[config.mk]
export PLATFORM = sky130hd
export DESIGN_NAME = eirq_pin_flags
export DESIGN_NICKNAME = d
export VERILOG_FILES = /design/src/eirq_pkg.sv /design/src/eirq_pin_flags.sv
export VERILOG_INCLUDE_DIRS = /design/src
export SDC_FILE = /design/constraint.sdc
export NUM_CORES = 1
export LEC_CHECK = 0
export ABC_AREA = 1
export CORE_MARGIN = 2
export CORE_UTILIZATION = 32
export DETAILED_ROUTE_END_ITERATION = 12
export DONT_BUFFER_PORTS = 1
export PLACE_DENSITY = 0.43
export RECOVER_POWER = 50
export SLEW_MARGIN = 20
export SYNTH_ARGS = -nofsm -noshare
export SYNTH_HDL_FRONTEND = slang
export SYNTH_SLANG_ARGS = --single-unit
export TNS_END_PERCENT = 5
[constraint.sdc]
create_clock -name pclk -period 1.7 [get_ports pclk]
set_clock_uncertainty 0.05 [all_clocks]
set_input_delay 0.34 -clock pclk [delete_from_list [all_inputs] [get_ports pclk]]
set_output_delay 0.34 -clock pclk [all_outputs]
set_load 0.1 [all_outputs]
[src/eirq_defs.svh]
// Register offsets, field positions, reset values and timing counts of the pin flag block
`ifndef EIRQ_DEFS_SVH
`define EIRQ_DEFS_SVH

// Register byte offsets
`define EIRQ_OFF_PFSEL 8'h00
`define EIRQ_OFF_PFSEL0 8'h04
`define EIRQ_OFF_WKSEL 8'h08
`define EIRQ_OFF_IEDGE 8'h0c
`define EIRQ_OFF_WEDGE 8'h10
`define EIRQ_OFF_IFLAG 8'h14
`define EIRQ_OFF_WFLAG 8'h18
`define EIRQ_OFF_EVSTAT 8'h1c
`define EIRQ_OFF_EVMASK 8'h20

// Field positions
`define EIRQ_IRQ0_BIT 0
`define EIRQ_IRQ_HI 4
`define EIRQ_WK_HI 7
`define EIRQ_EV_IRQ_LO 0
`define EIRQ_EV_WK_LO 5
`define EIRQ_EV_HI 12

// Reset values
`define EIRQ_RST_SEL 8'h00
`define EIRQ_RST_EDGE 8'h00
`define EIRQ_RST_FLAG 8'h00
`define EIRQ_RST_EV 13'h0000
`define EIRQ_RST_PIN 8'hff

// Timing counts in pclk cycles
`define EIRQ_SYNC_STAGES 3
`define EIRQ_APB_WAIT 1

`endif

[src/eirq_pkg.sv]
// Types shared by the pin flag block
package eirq_pkg;

	typedef logic [7:0] eirq_addr_t;
	typedef logic [31:0] eirq_data_t;

	typedef struct packed {
		logic [4:0] irq_s1;
		logic [4:0] irq_s2;
		logic [4:0] irq_s3;
		logic [4:0] irq_flt;
		logic [4:0] irq_eff_prev;
		logic [7:0] wk_s1;
		logic [7:0] wk_s2;
		logic [7:0] wk_s3;
		logic [7:0] wk_flt;
		logic [7:0] wk_flt_prev;
		logic [4:1] irq_sel;
		logic irq0_sel;
		logic [7:0] wk_sel;
		logic [4:0] irq_edge;
		logic [7:0] wk_edge;
		logic [4:0] irq_flag;
		logic [7:0] wk_flag;
		logic [12:0] ev_stat;
		logic [12:0] ev_mask;
		logic pcfg_last;
		logic pready;
		logic pslverr;
		logic [31:0] prdata;
		logic irq;
	} eirq_state_t;

endpackage

[src/eirq_pin_flags.sv]
// External interrupt and wakeup pin request flags with an APB register file
`timescale 1ns/1ps
`include "eirq_defs.svh"

// Summary of operation
// - Select 0 to 1 with pin low and falling edge chosen sets the irq flag
// - Select 1 to 0 with pin low and rising edge chosen sets the irq flag
// - Pins 1 to 4 selected in one register, pin 0 in another
// - Wakeup select 0 to 1 with pin low sets the wakeup flag
// - Flag clear right after a port select access is ignored
// - Pin held high during select change sets no flag
// - Flag write clears bits written 0, keeps bits written 1
// - Writing 0 clears a flag even if set after the last read
// - Irq pin n flag sits at bit n of the irq flag register
// - Wakeup edge bit 0 detects falling, 1 detects rising
// - Wakeup flags reset to 0 and clear on a written 0
module eirq_pin_flags (
	input wire logic pclk, // System clock
	input wire logic presetn, // Asynchronous reset, active low
	input wire logic ce, // Clock enable, freezes all state when low
	input wire logic psel, // APB select
	input wire logic penable, // APB access phase
	input wire logic pwrite, // APB write
	input wire eirq_pkg::eirq_addr_t paddr, // APB byte address
	input wire eirq_pkg::eirq_data_t pwdata, // APB write data
	output logic [31:0] prdata, // APB read data
	output logic pready, // APB ready
	output logic pslverr, // APB error on unmapped address
	input wire logic [4:0] irq_pin_n, // Edge interrupt pins, asynchronous
	input wire logic [7:0] wakeup_pin_n, // Wakeup pins, asynchronous
	output logic irq_out // Level interrupt
);
	import eirq_pkg::*;

	localparam eirq_state_t EIRQ_RST = '{
		irq_s1: 5'(`EIRQ_RST_PIN),
		irq_s2: 5'(`EIRQ_RST_PIN),
		irq_s3: 5'(`EIRQ_RST_PIN),
		irq_flt: 5'(`EIRQ_RST_PIN),
		irq_eff_prev: 5'(`EIRQ_RST_PIN),
		wk_s1: `EIRQ_RST_PIN,
		wk_s2: `EIRQ_RST_PIN,
		wk_s3: `EIRQ_RST_PIN,
		wk_flt: `EIRQ_RST_PIN,
		wk_flt_prev: `EIRQ_RST_PIN,
		irq_sel: 4'(`EIRQ_RST_SEL),
		irq0_sel: 1'b0,
		wk_sel: `EIRQ_RST_SEL,
		irq_edge: 5'(`EIRQ_RST_EDGE),
		wk_edge: `EIRQ_RST_EDGE,
		irq_flag: 5'(`EIRQ_RST_FLAG),
		wk_flag: `EIRQ_RST_FLAG,
		ev_stat: `EIRQ_RST_EV,
		ev_mask: `EIRQ_RST_EV,
		default: '0
	};

	// A filtered level follows the third stage only when the second agrees
	function automatic logic [7:0] eirq_filter(input logic [7:0] s2, input logic [7:0] s3,
		input logic [7:0] flt);
		eirq_filter = (s2 & s3) | (flt & (s2 | s3));
	endfunction

	// Write-zero clear of a flag byte; a set in the same cycle wins
	function automatic logic [7:0] eirq_clr0(input logic [7:0] old, input logic [7:0] wdat,
		input logic do_clr, input logic [7:0] set);
		eirq_clr0 = (do_clr ? (old & wdat) : old) | set;
	endfunction

	eirq_state_t st_ff;
	eirq_state_t nxt_st;

	logic acc;
	logic wr;
	logic mapped;
	logic pcfg_hit;
	logic [4:0] irq_eff;
	logic [4:0] irq_hit;
	logic [7:0] wk_hit;
	logic [7:0] wk_spur;
	logic [7:0] wk_sel_new;
	logic [7:0] irq_flt8;
	logic [7:0] irq_flag8;
	logic [7:0] wk_flag8;
	logic [12:0] ev_set;
	logic flag_clr_ok;
	logic [31:0] rdat;

	// Combined next state
	always_comb begin
		nxt_st = st_ff;
		acc = psel & penable & st_ff.pready;
		wr = acc & pwrite;

		// Three stage pin synchronisers with agreement filter
		nxt_st.irq_s1 = irq_pin_n;
		nxt_st.irq_s2 = st_ff.irq_s1;
		nxt_st.irq_s3 = st_ff.irq_s2;
		irq_flt8 = eirq_filter({3'h0, st_ff.irq_s2}, {3'h0, st_ff.irq_s3},
			{3'h0, st_ff.irq_flt});
		nxt_st.irq_flt = irq_flt8[4:0];
		nxt_st.wk_s1 = wakeup_pin_n;
		nxt_st.wk_s2 = st_ff.wk_s1;
		nxt_st.wk_s3 = st_ff.wk_s2;
		nxt_st.wk_flt = eirq_filter(st_ff.wk_s2, st_ff.wk_s3, st_ff.wk_flt);
		nxt_st.wk_flt_prev = st_ff.wk_flt;

		// Effective irq input is held high while the pin is not selected
		irq_eff = ~{st_ff.irq_sel, st_ff.irq0_sel} | st_ff.irq_flt;
		nxt_st.irq_eff_prev = irq_eff;
		// Select changes appear as edges on the effective input
		irq_hit = (~st_ff.irq_edge & st_ff.irq_eff_prev & ~irq_eff)
			| (st_ff.irq_edge & ~st_ff.irq_eff_prev & irq_eff);

		// Real wakeup edges on a selected pin, direction per edge bit
		wk_hit = st_ff.wk_sel & ((st_ff.wk_edge & ~st_ff.wk_flt_prev & st_ff.wk_flt)
			| (~st_ff.wk_edge & st_ff.wk_flt_prev & ~st_ff.wk_flt));

		// Address decode
		mapped = 1'b1;
		case (paddr)
			`EIRQ_OFF_PFSEL, `EIRQ_OFF_PFSEL0, `EIRQ_OFF_WKSEL, `EIRQ_OFF_IEDGE,
			`EIRQ_OFF_WEDGE, `EIRQ_OFF_IFLAG, `EIRQ_OFF_WFLAG, `EIRQ_OFF_EVSTAT,
			`EIRQ_OFF_EVMASK: mapped = 1'b1;
			default: mapped = 1'b0;
		endcase
		pcfg_hit = (paddr == `EIRQ_OFF_PFSEL) | (paddr == `EIRQ_OFF_PFSEL0)
			| (paddr == `EIRQ_OFF_WKSEL);

		// Wakeup select 0 to 1 while the pin is low sets a flag at once
		wk_sel_new = (wr && paddr == `EIRQ_OFF_WKSEL) ? pwdata[7:0] : st_ff.wk_sel;
		wk_spur = ~st_ff.wk_sel & wk_sel_new & ~st_ff.wk_flt;

		// Plain control register writes
		if (wr) begin
			case (paddr)
				`EIRQ_OFF_PFSEL: nxt_st.irq_sel = pwdata[4:1];
				`EIRQ_OFF_PFSEL0: nxt_st.irq0_sel = pwdata[`EIRQ_IRQ0_BIT];
				`EIRQ_OFF_WKSEL: nxt_st.wk_sel = pwdata[7:0];
				`EIRQ_OFF_IEDGE: nxt_st.irq_edge = pwdata[4:0];
				`EIRQ_OFF_WEDGE: nxt_st.wk_edge = pwdata[7:0];
				`EIRQ_OFF_EVMASK: nxt_st.ev_mask = pwdata[12:0];
				default: ;
			endcase
		end

		// A clear right after a select access is dropped
		flag_clr_ok = wr & ~st_ff.pcfg_last;
		if (acc) begin
			nxt_st.pcfg_last = pcfg_hit;
		end

		// Flag registers, bit n for pin n, write-zero clear, set wins
		irq_flag8 = eirq_clr0({3'h0, st_ff.irq_flag}, pwdata[7:0],
			flag_clr_ok && paddr == `EIRQ_OFF_IFLAG, {3'h0, irq_hit});
		nxt_st.irq_flag = irq_flag8[4:0];
		wk_flag8 = eirq_clr0(st_ff.wk_flag, pwdata[7:0],
			flag_clr_ok && paddr == `EIRQ_OFF_WFLAG, wk_hit | wk_spur);
		nxt_st.wk_flag = wk_flag8;

		// Sticky event status, write-one clear, set wins
		ev_set = {wk_hit | wk_spur, irq_hit};
		nxt_st.ev_stat = st_ff.ev_stat;
		if (wr && paddr == `EIRQ_OFF_EVSTAT) begin
			nxt_st.ev_stat = st_ff.ev_stat & ~pwdata[12:0];
		end
		nxt_st.ev_stat = nxt_st.ev_stat | ev_set;
		nxt_st.irq = |(nxt_st.ev_stat & nxt_st.ev_mask);

		// Read data
		case (paddr)
			`EIRQ_OFF_PFSEL: rdat = {27'h0, st_ff.irq_sel, 1'b0};
			`EIRQ_OFF_PFSEL0: rdat = {31'h0, st_ff.irq0_sel};
			`EIRQ_OFF_WKSEL: rdat = {24'h0, st_ff.wk_sel};
			`EIRQ_OFF_IEDGE: rdat = {27'h0, st_ff.irq_edge};
			`EIRQ_OFF_WEDGE: rdat = {24'h0, st_ff.wk_edge};
			`EIRQ_OFF_IFLAG: rdat = {27'h0, st_ff.irq_flag};
			`EIRQ_OFF_WFLAG: rdat = {24'h0, st_ff.wk_flag};
			`EIRQ_OFF_EVSTAT: rdat = {19'h0, st_ff.ev_stat};
			`EIRQ_OFF_EVMASK: rdat = {19'h0, st_ff.ev_mask};
			default: rdat = 32'h0;
		endcase

		// One wait state, answer registered in the first access cycle
		nxt_st.pready = psel & penable & ~st_ff.pready;
		nxt_st.pslverr = psel & penable & ~st_ff.pready & ~mapped;
		if (psel & penable & ~st_ff.pready) begin
			nxt_st.prdata = pwrite ? 32'h0 : rdat;
		end
	end

	// State register
	always_ff @(posedge pclk or negedge presetn) begin
		if (!presetn) begin
			st_ff <= EIRQ_RST;
		end else if (ce) begin
			st_ff <= nxt_st;
		end
	end

	// Outputs straight from the state register
	assign prdata = st_ff.prdata;
	assign pready = st_ff.pready;
	assign pslverr = st_ff.pslverr;
	assign irq_out = st_ff.irq;

endmodule // eirq_pin_flags

==> impl_metrics.py <==
metrics = {
    "worst_setup_path": {
        "number_of_cell_instances_on_the_worst_register_to_register_path": 13,
        "startpoint_type": "register",
        "crit_path_max_fanout": 13,
        "reg2reg_to": "irq_out",
        "worstPathRequired_ps": 1960,
        "timing.critical_path.to_type": "register",
        "crit_arrival_ps": 2030,
        "worstReg2RegStart": "pready",
        "critPathKind": "reg -> reg",
        "timing.reg2reg.setup_slack_ps": -70,
    },
    "timing": {
        "report.final.setup_viol": 1,
        "min_period_over_period_pct": 104,
        "drv_slew": 0,
        "final_hold_slack_ps": -427,
        "timing.final.crit_period_ps": 1770,
        "timing.slew.headroom_pct": 65.4,
        "tightestPinTransition_ps": 514,
        "hold_violations": 147,
        "rsz0062_at_grt": "true",
        "tns_ps": -67.3,
        "maxClockFrequency_mhz": 566,
        "setup_ws_ps": -67.3,
    },
    "global_routing": {
        "met3_track_utilization_from_global_routing_pct": 3.22,
        "globalRouteOverflowTotal": 0,
        "first_pass_grt_wire_length_um": 33400,
        "gr-max-usage-layer": "met2",
        "globalRouteMet1Util_pct": 25.1,
        "grtUsageMet2_pct": 29.0,
        "grt_start_max_net_pins": 148,
        "gr-usage-all-layers_pct": 18.1,
        "grt_pass1_vias": 5847,
        "initial_antenna_violation_count": 0,
    },
    "synth": {
        "share_of_yosys_cell_area_claimed_by_the_top_area_cell_type_pct": 27.9,
        "avg_cell_area_syn_sq_um": 7.96,
        "synthesis.yosys.warnings": 0,
        "seq_area_frac_synth_pct": 51.2,
        "count_of_different_cell_masters_after_synthesis": 35,
        "synth.ff_latch_count": 147,
        "synth_area_sq_um": 7350,
        "yosysTopAreaCell": "sky130_fd_sc_hd__dfrtp_1",
        "synth.top_cells.by_area": "sky130_fd_sc_hd__dfrtp_1 28%, sky130_fd_sc_hd__dfstp_2 23%, sky130_fd_sc_hd__nand2_1 15%",
        "synth_cells": 923,
    },
    "run": {
        "drv_cap": 0,
    },
    "clocking": {
        "cts_tree": "done",
        "clkTransAtPathRegs_ps": 60,
        "clock_sink_count": 147,
        "cts_root_buffer": "sky130_fd_sc_hd__clkbuf_16",
        "clockBufferDepth": 2,
        "clock_latency_on_the_worst_skew_pair_ps": 430,
        "number_of_cts_inserted_buffers": 17,
        "cts.htree.levels": 4,
    },
    "placed_design": {
        "placed_cells_incl_taps": 1239,
        "port-buffer-count": 0,
        "preCtsSetupSlack_ps": -210,
        "gp_congestion": 0.776,
        "placement.cell_area_sq_um": 8030,
        "hpwlAfterDp_um": 13500,
    },
    "route": {
        "drt-wirelength-per-cell_um": 16.3,
        "vias_per_cell": 4.66,
        "drc": 0,
        "antenna_left": 0,
        "route.vias.total": 6027,
        "detail_route.first_pass.iterations": 5,
        "drt_iter0_drc": 388,
        "routed_wl_um": 21000,
    },
    "floorplanning": {
        "die-height_um": 156,
        "initial_utilization_pct": 32.6,
        "ioPinCount": 94,
        "dieWidth_um": 156,
        "floorplan.die_area_sq_um": 24200,
        "row_count": 55,
        "core_area_sq_um": 22600,
    },
    "power": {
        "power_leakage_nw": 4.18,
        "pwr_density_cell_nw_per_um2": 1010,
        "pwr-share-clk_pct": 40.7,
        "vdd.ir_drop.worst_mv": 0.606,
        "switching_power_mw": 2.61,
        "intPower_mw": 6.46,
        "share_seq_of_total_power_pct": 46.4,
        "p_comb_share_pct": 12.9,
        "swShare_pct": 28.7,
        "post-layout-total-power_mw": 9.07,
    },
    "run_status": {
        "failing_checks": "negative hold slack, negative setup slack",
        "run_status": "finished, violations left",
    },
    "cells_and_area": {
        "utilization_pct": 39.8,
        "instances_no_fill": 1294,
        "synthesis_to_layout_area_growth_pct": 22.2,
        "antennaDiodeCount": 0,
        "layout-drive-gt1-share_pct": 22.6,
        "final_net_count": 1055,
        "design_area_sq_um": 8980,
    },
    "hold_path": {
        "worst_hold_path_type": "in -> async",
    },
}
[cells in the final DEF (no fill, tap or decap), types with 10 or more instances in the layout]
cell	synthesis	routed
sky130_fd_sc_hd__o211ai_1	21	21
sky130_fd_sc_hd__nand2_1	291	281
sky130_fd_sc_hd__dfrtp_1	82	81
sky130_fd_sc_hd__conb_1	1	19
sky130_fd_sc_hd__o21ai_1	5	15
sky130_fd_sc_hd__nand3_1	35	35
sky130_fd_sc_hd__dlygate4sd3_1	0	17
sky130_fd_sc_hd__buf_4	34	69
sky130_fd_sc_hd__o21ai_0	125	112
sky130_fd_sc_hd__clkbuf_16	0	19
sky130_fd_sc_hd__inv_1	86	85
sky130_fd_sc_hd__dfstp_2	65	65
sky130_fd_sc_hd__nor2_1	75	72
sky130_fd_sc_hd__nand2_2	4	10
[cells by family after synthesis]
group / Yosys count / share of synthesized area [%]
and+or+nand+nor: 438 / 24.7
AOI/OAI and AO/OA: 184 / 14.0
buffers and inverters: 153 / 10.0
DFF: 147 / 51.2
other: 1 / 0.0510
[flip-flops by register name, summed over array words and instances, names as in the netlist]
name,flops
st_ff,97
pslverr,1
prdata,13
irq_out,1
nxt_st,34
pready,1
[synthesized netlist by cell type (all sizes together)]
library cell and instances:
inv 90, nand4 4, a211oi 4, nand2 296, a22o 2, a221oi 1, o22ai 9, nor3b 1
conb 1, o211ai 21, or2 5, a31oi 1, nor3 11, a21oi 10, o31ai 2, nor2 84
clkbuf 19, o21ai 134, dfrtp 82, dfstp 65, nand3 37, buf 44
[worst max-delay path by stage]
stage | startpoint | to | slack, ps | depth (start not counted)
after floorplan | pready | irq_out | -280 | 12
after global placement | pready | st_ff[69] | -180 | 8
after detailed placement | pready | st_ff[69] | -210 | 8
after CTS | pready | irq_out | -150 | 12
after global routing | pready | irq_out | -200 | 13
final | pready | irq_out | -70 | 13
[critical path: stages (launching register included)]
cell and delay (ps):
sky130_fd_sc_hd__dfrtp_4 430, sky130_fd_sc_hd__inv_4 40, sky130_fd_sc_hd__nor3_4 170, sky130_fd_sc_hd__buf_6 150
sky130_fd_sc_hd__nand2_4 70, sky130_fd_sc_hd__buf_12 160, sky130_fd_sc_hd__nand2_1 50, sky130_fd_sc_hd__o21ai_1 90
sky130_fd_sc_hd__nand2_1 90, sky130_fd_sc_hd__nand2_1 70, sky130_fd_sc_hd__nor2_2 100, sky130_fd_sc_hd__nand2_1 50
sky130_fd_sc_hd__nor2_1 80, sky130_fd_sc_hd__nor2_1 40
[cell type report]
cell class	count	area, sq um
inverter	90	343
timing repair buffer	99	930
clock buffer	23	500
sequential	147	3760
tap	285	357
fill	2359	13600
multi-input combinational	641	3020
clock inverter	9	68.8
[power groups by stage]
stage	sequential (mW)	combinational, mW	clock, mW
3_5_place_dp	4.26	1.06	0
5_1_grt	4.26	1.31	3.94
6_report	4.21	1.17	3.69
2_1_floorplan	4.29	0.801	0
3_3_place_gp	4.25	1.05	0
4_1_cts	4.20	1.15	3.78
[metal layers]
layer | routed length (um) | share of wire (%)
met1 | 10400 | 49
met2 | 9640 | 46
met3 | 732 | 3.5
met4 | 303 | 1.4
met5 | 0 | 0
[repair_timing]
item	in CTS	in global routing
setup buffers	0	4
gates resized for setup	3	40
endpoints found under the hold margin	202	148
endpoints found under the setup margin	40	40
pin swaps	4	12
hold buffers	18	1
Power figures use the tool's default switching activity.
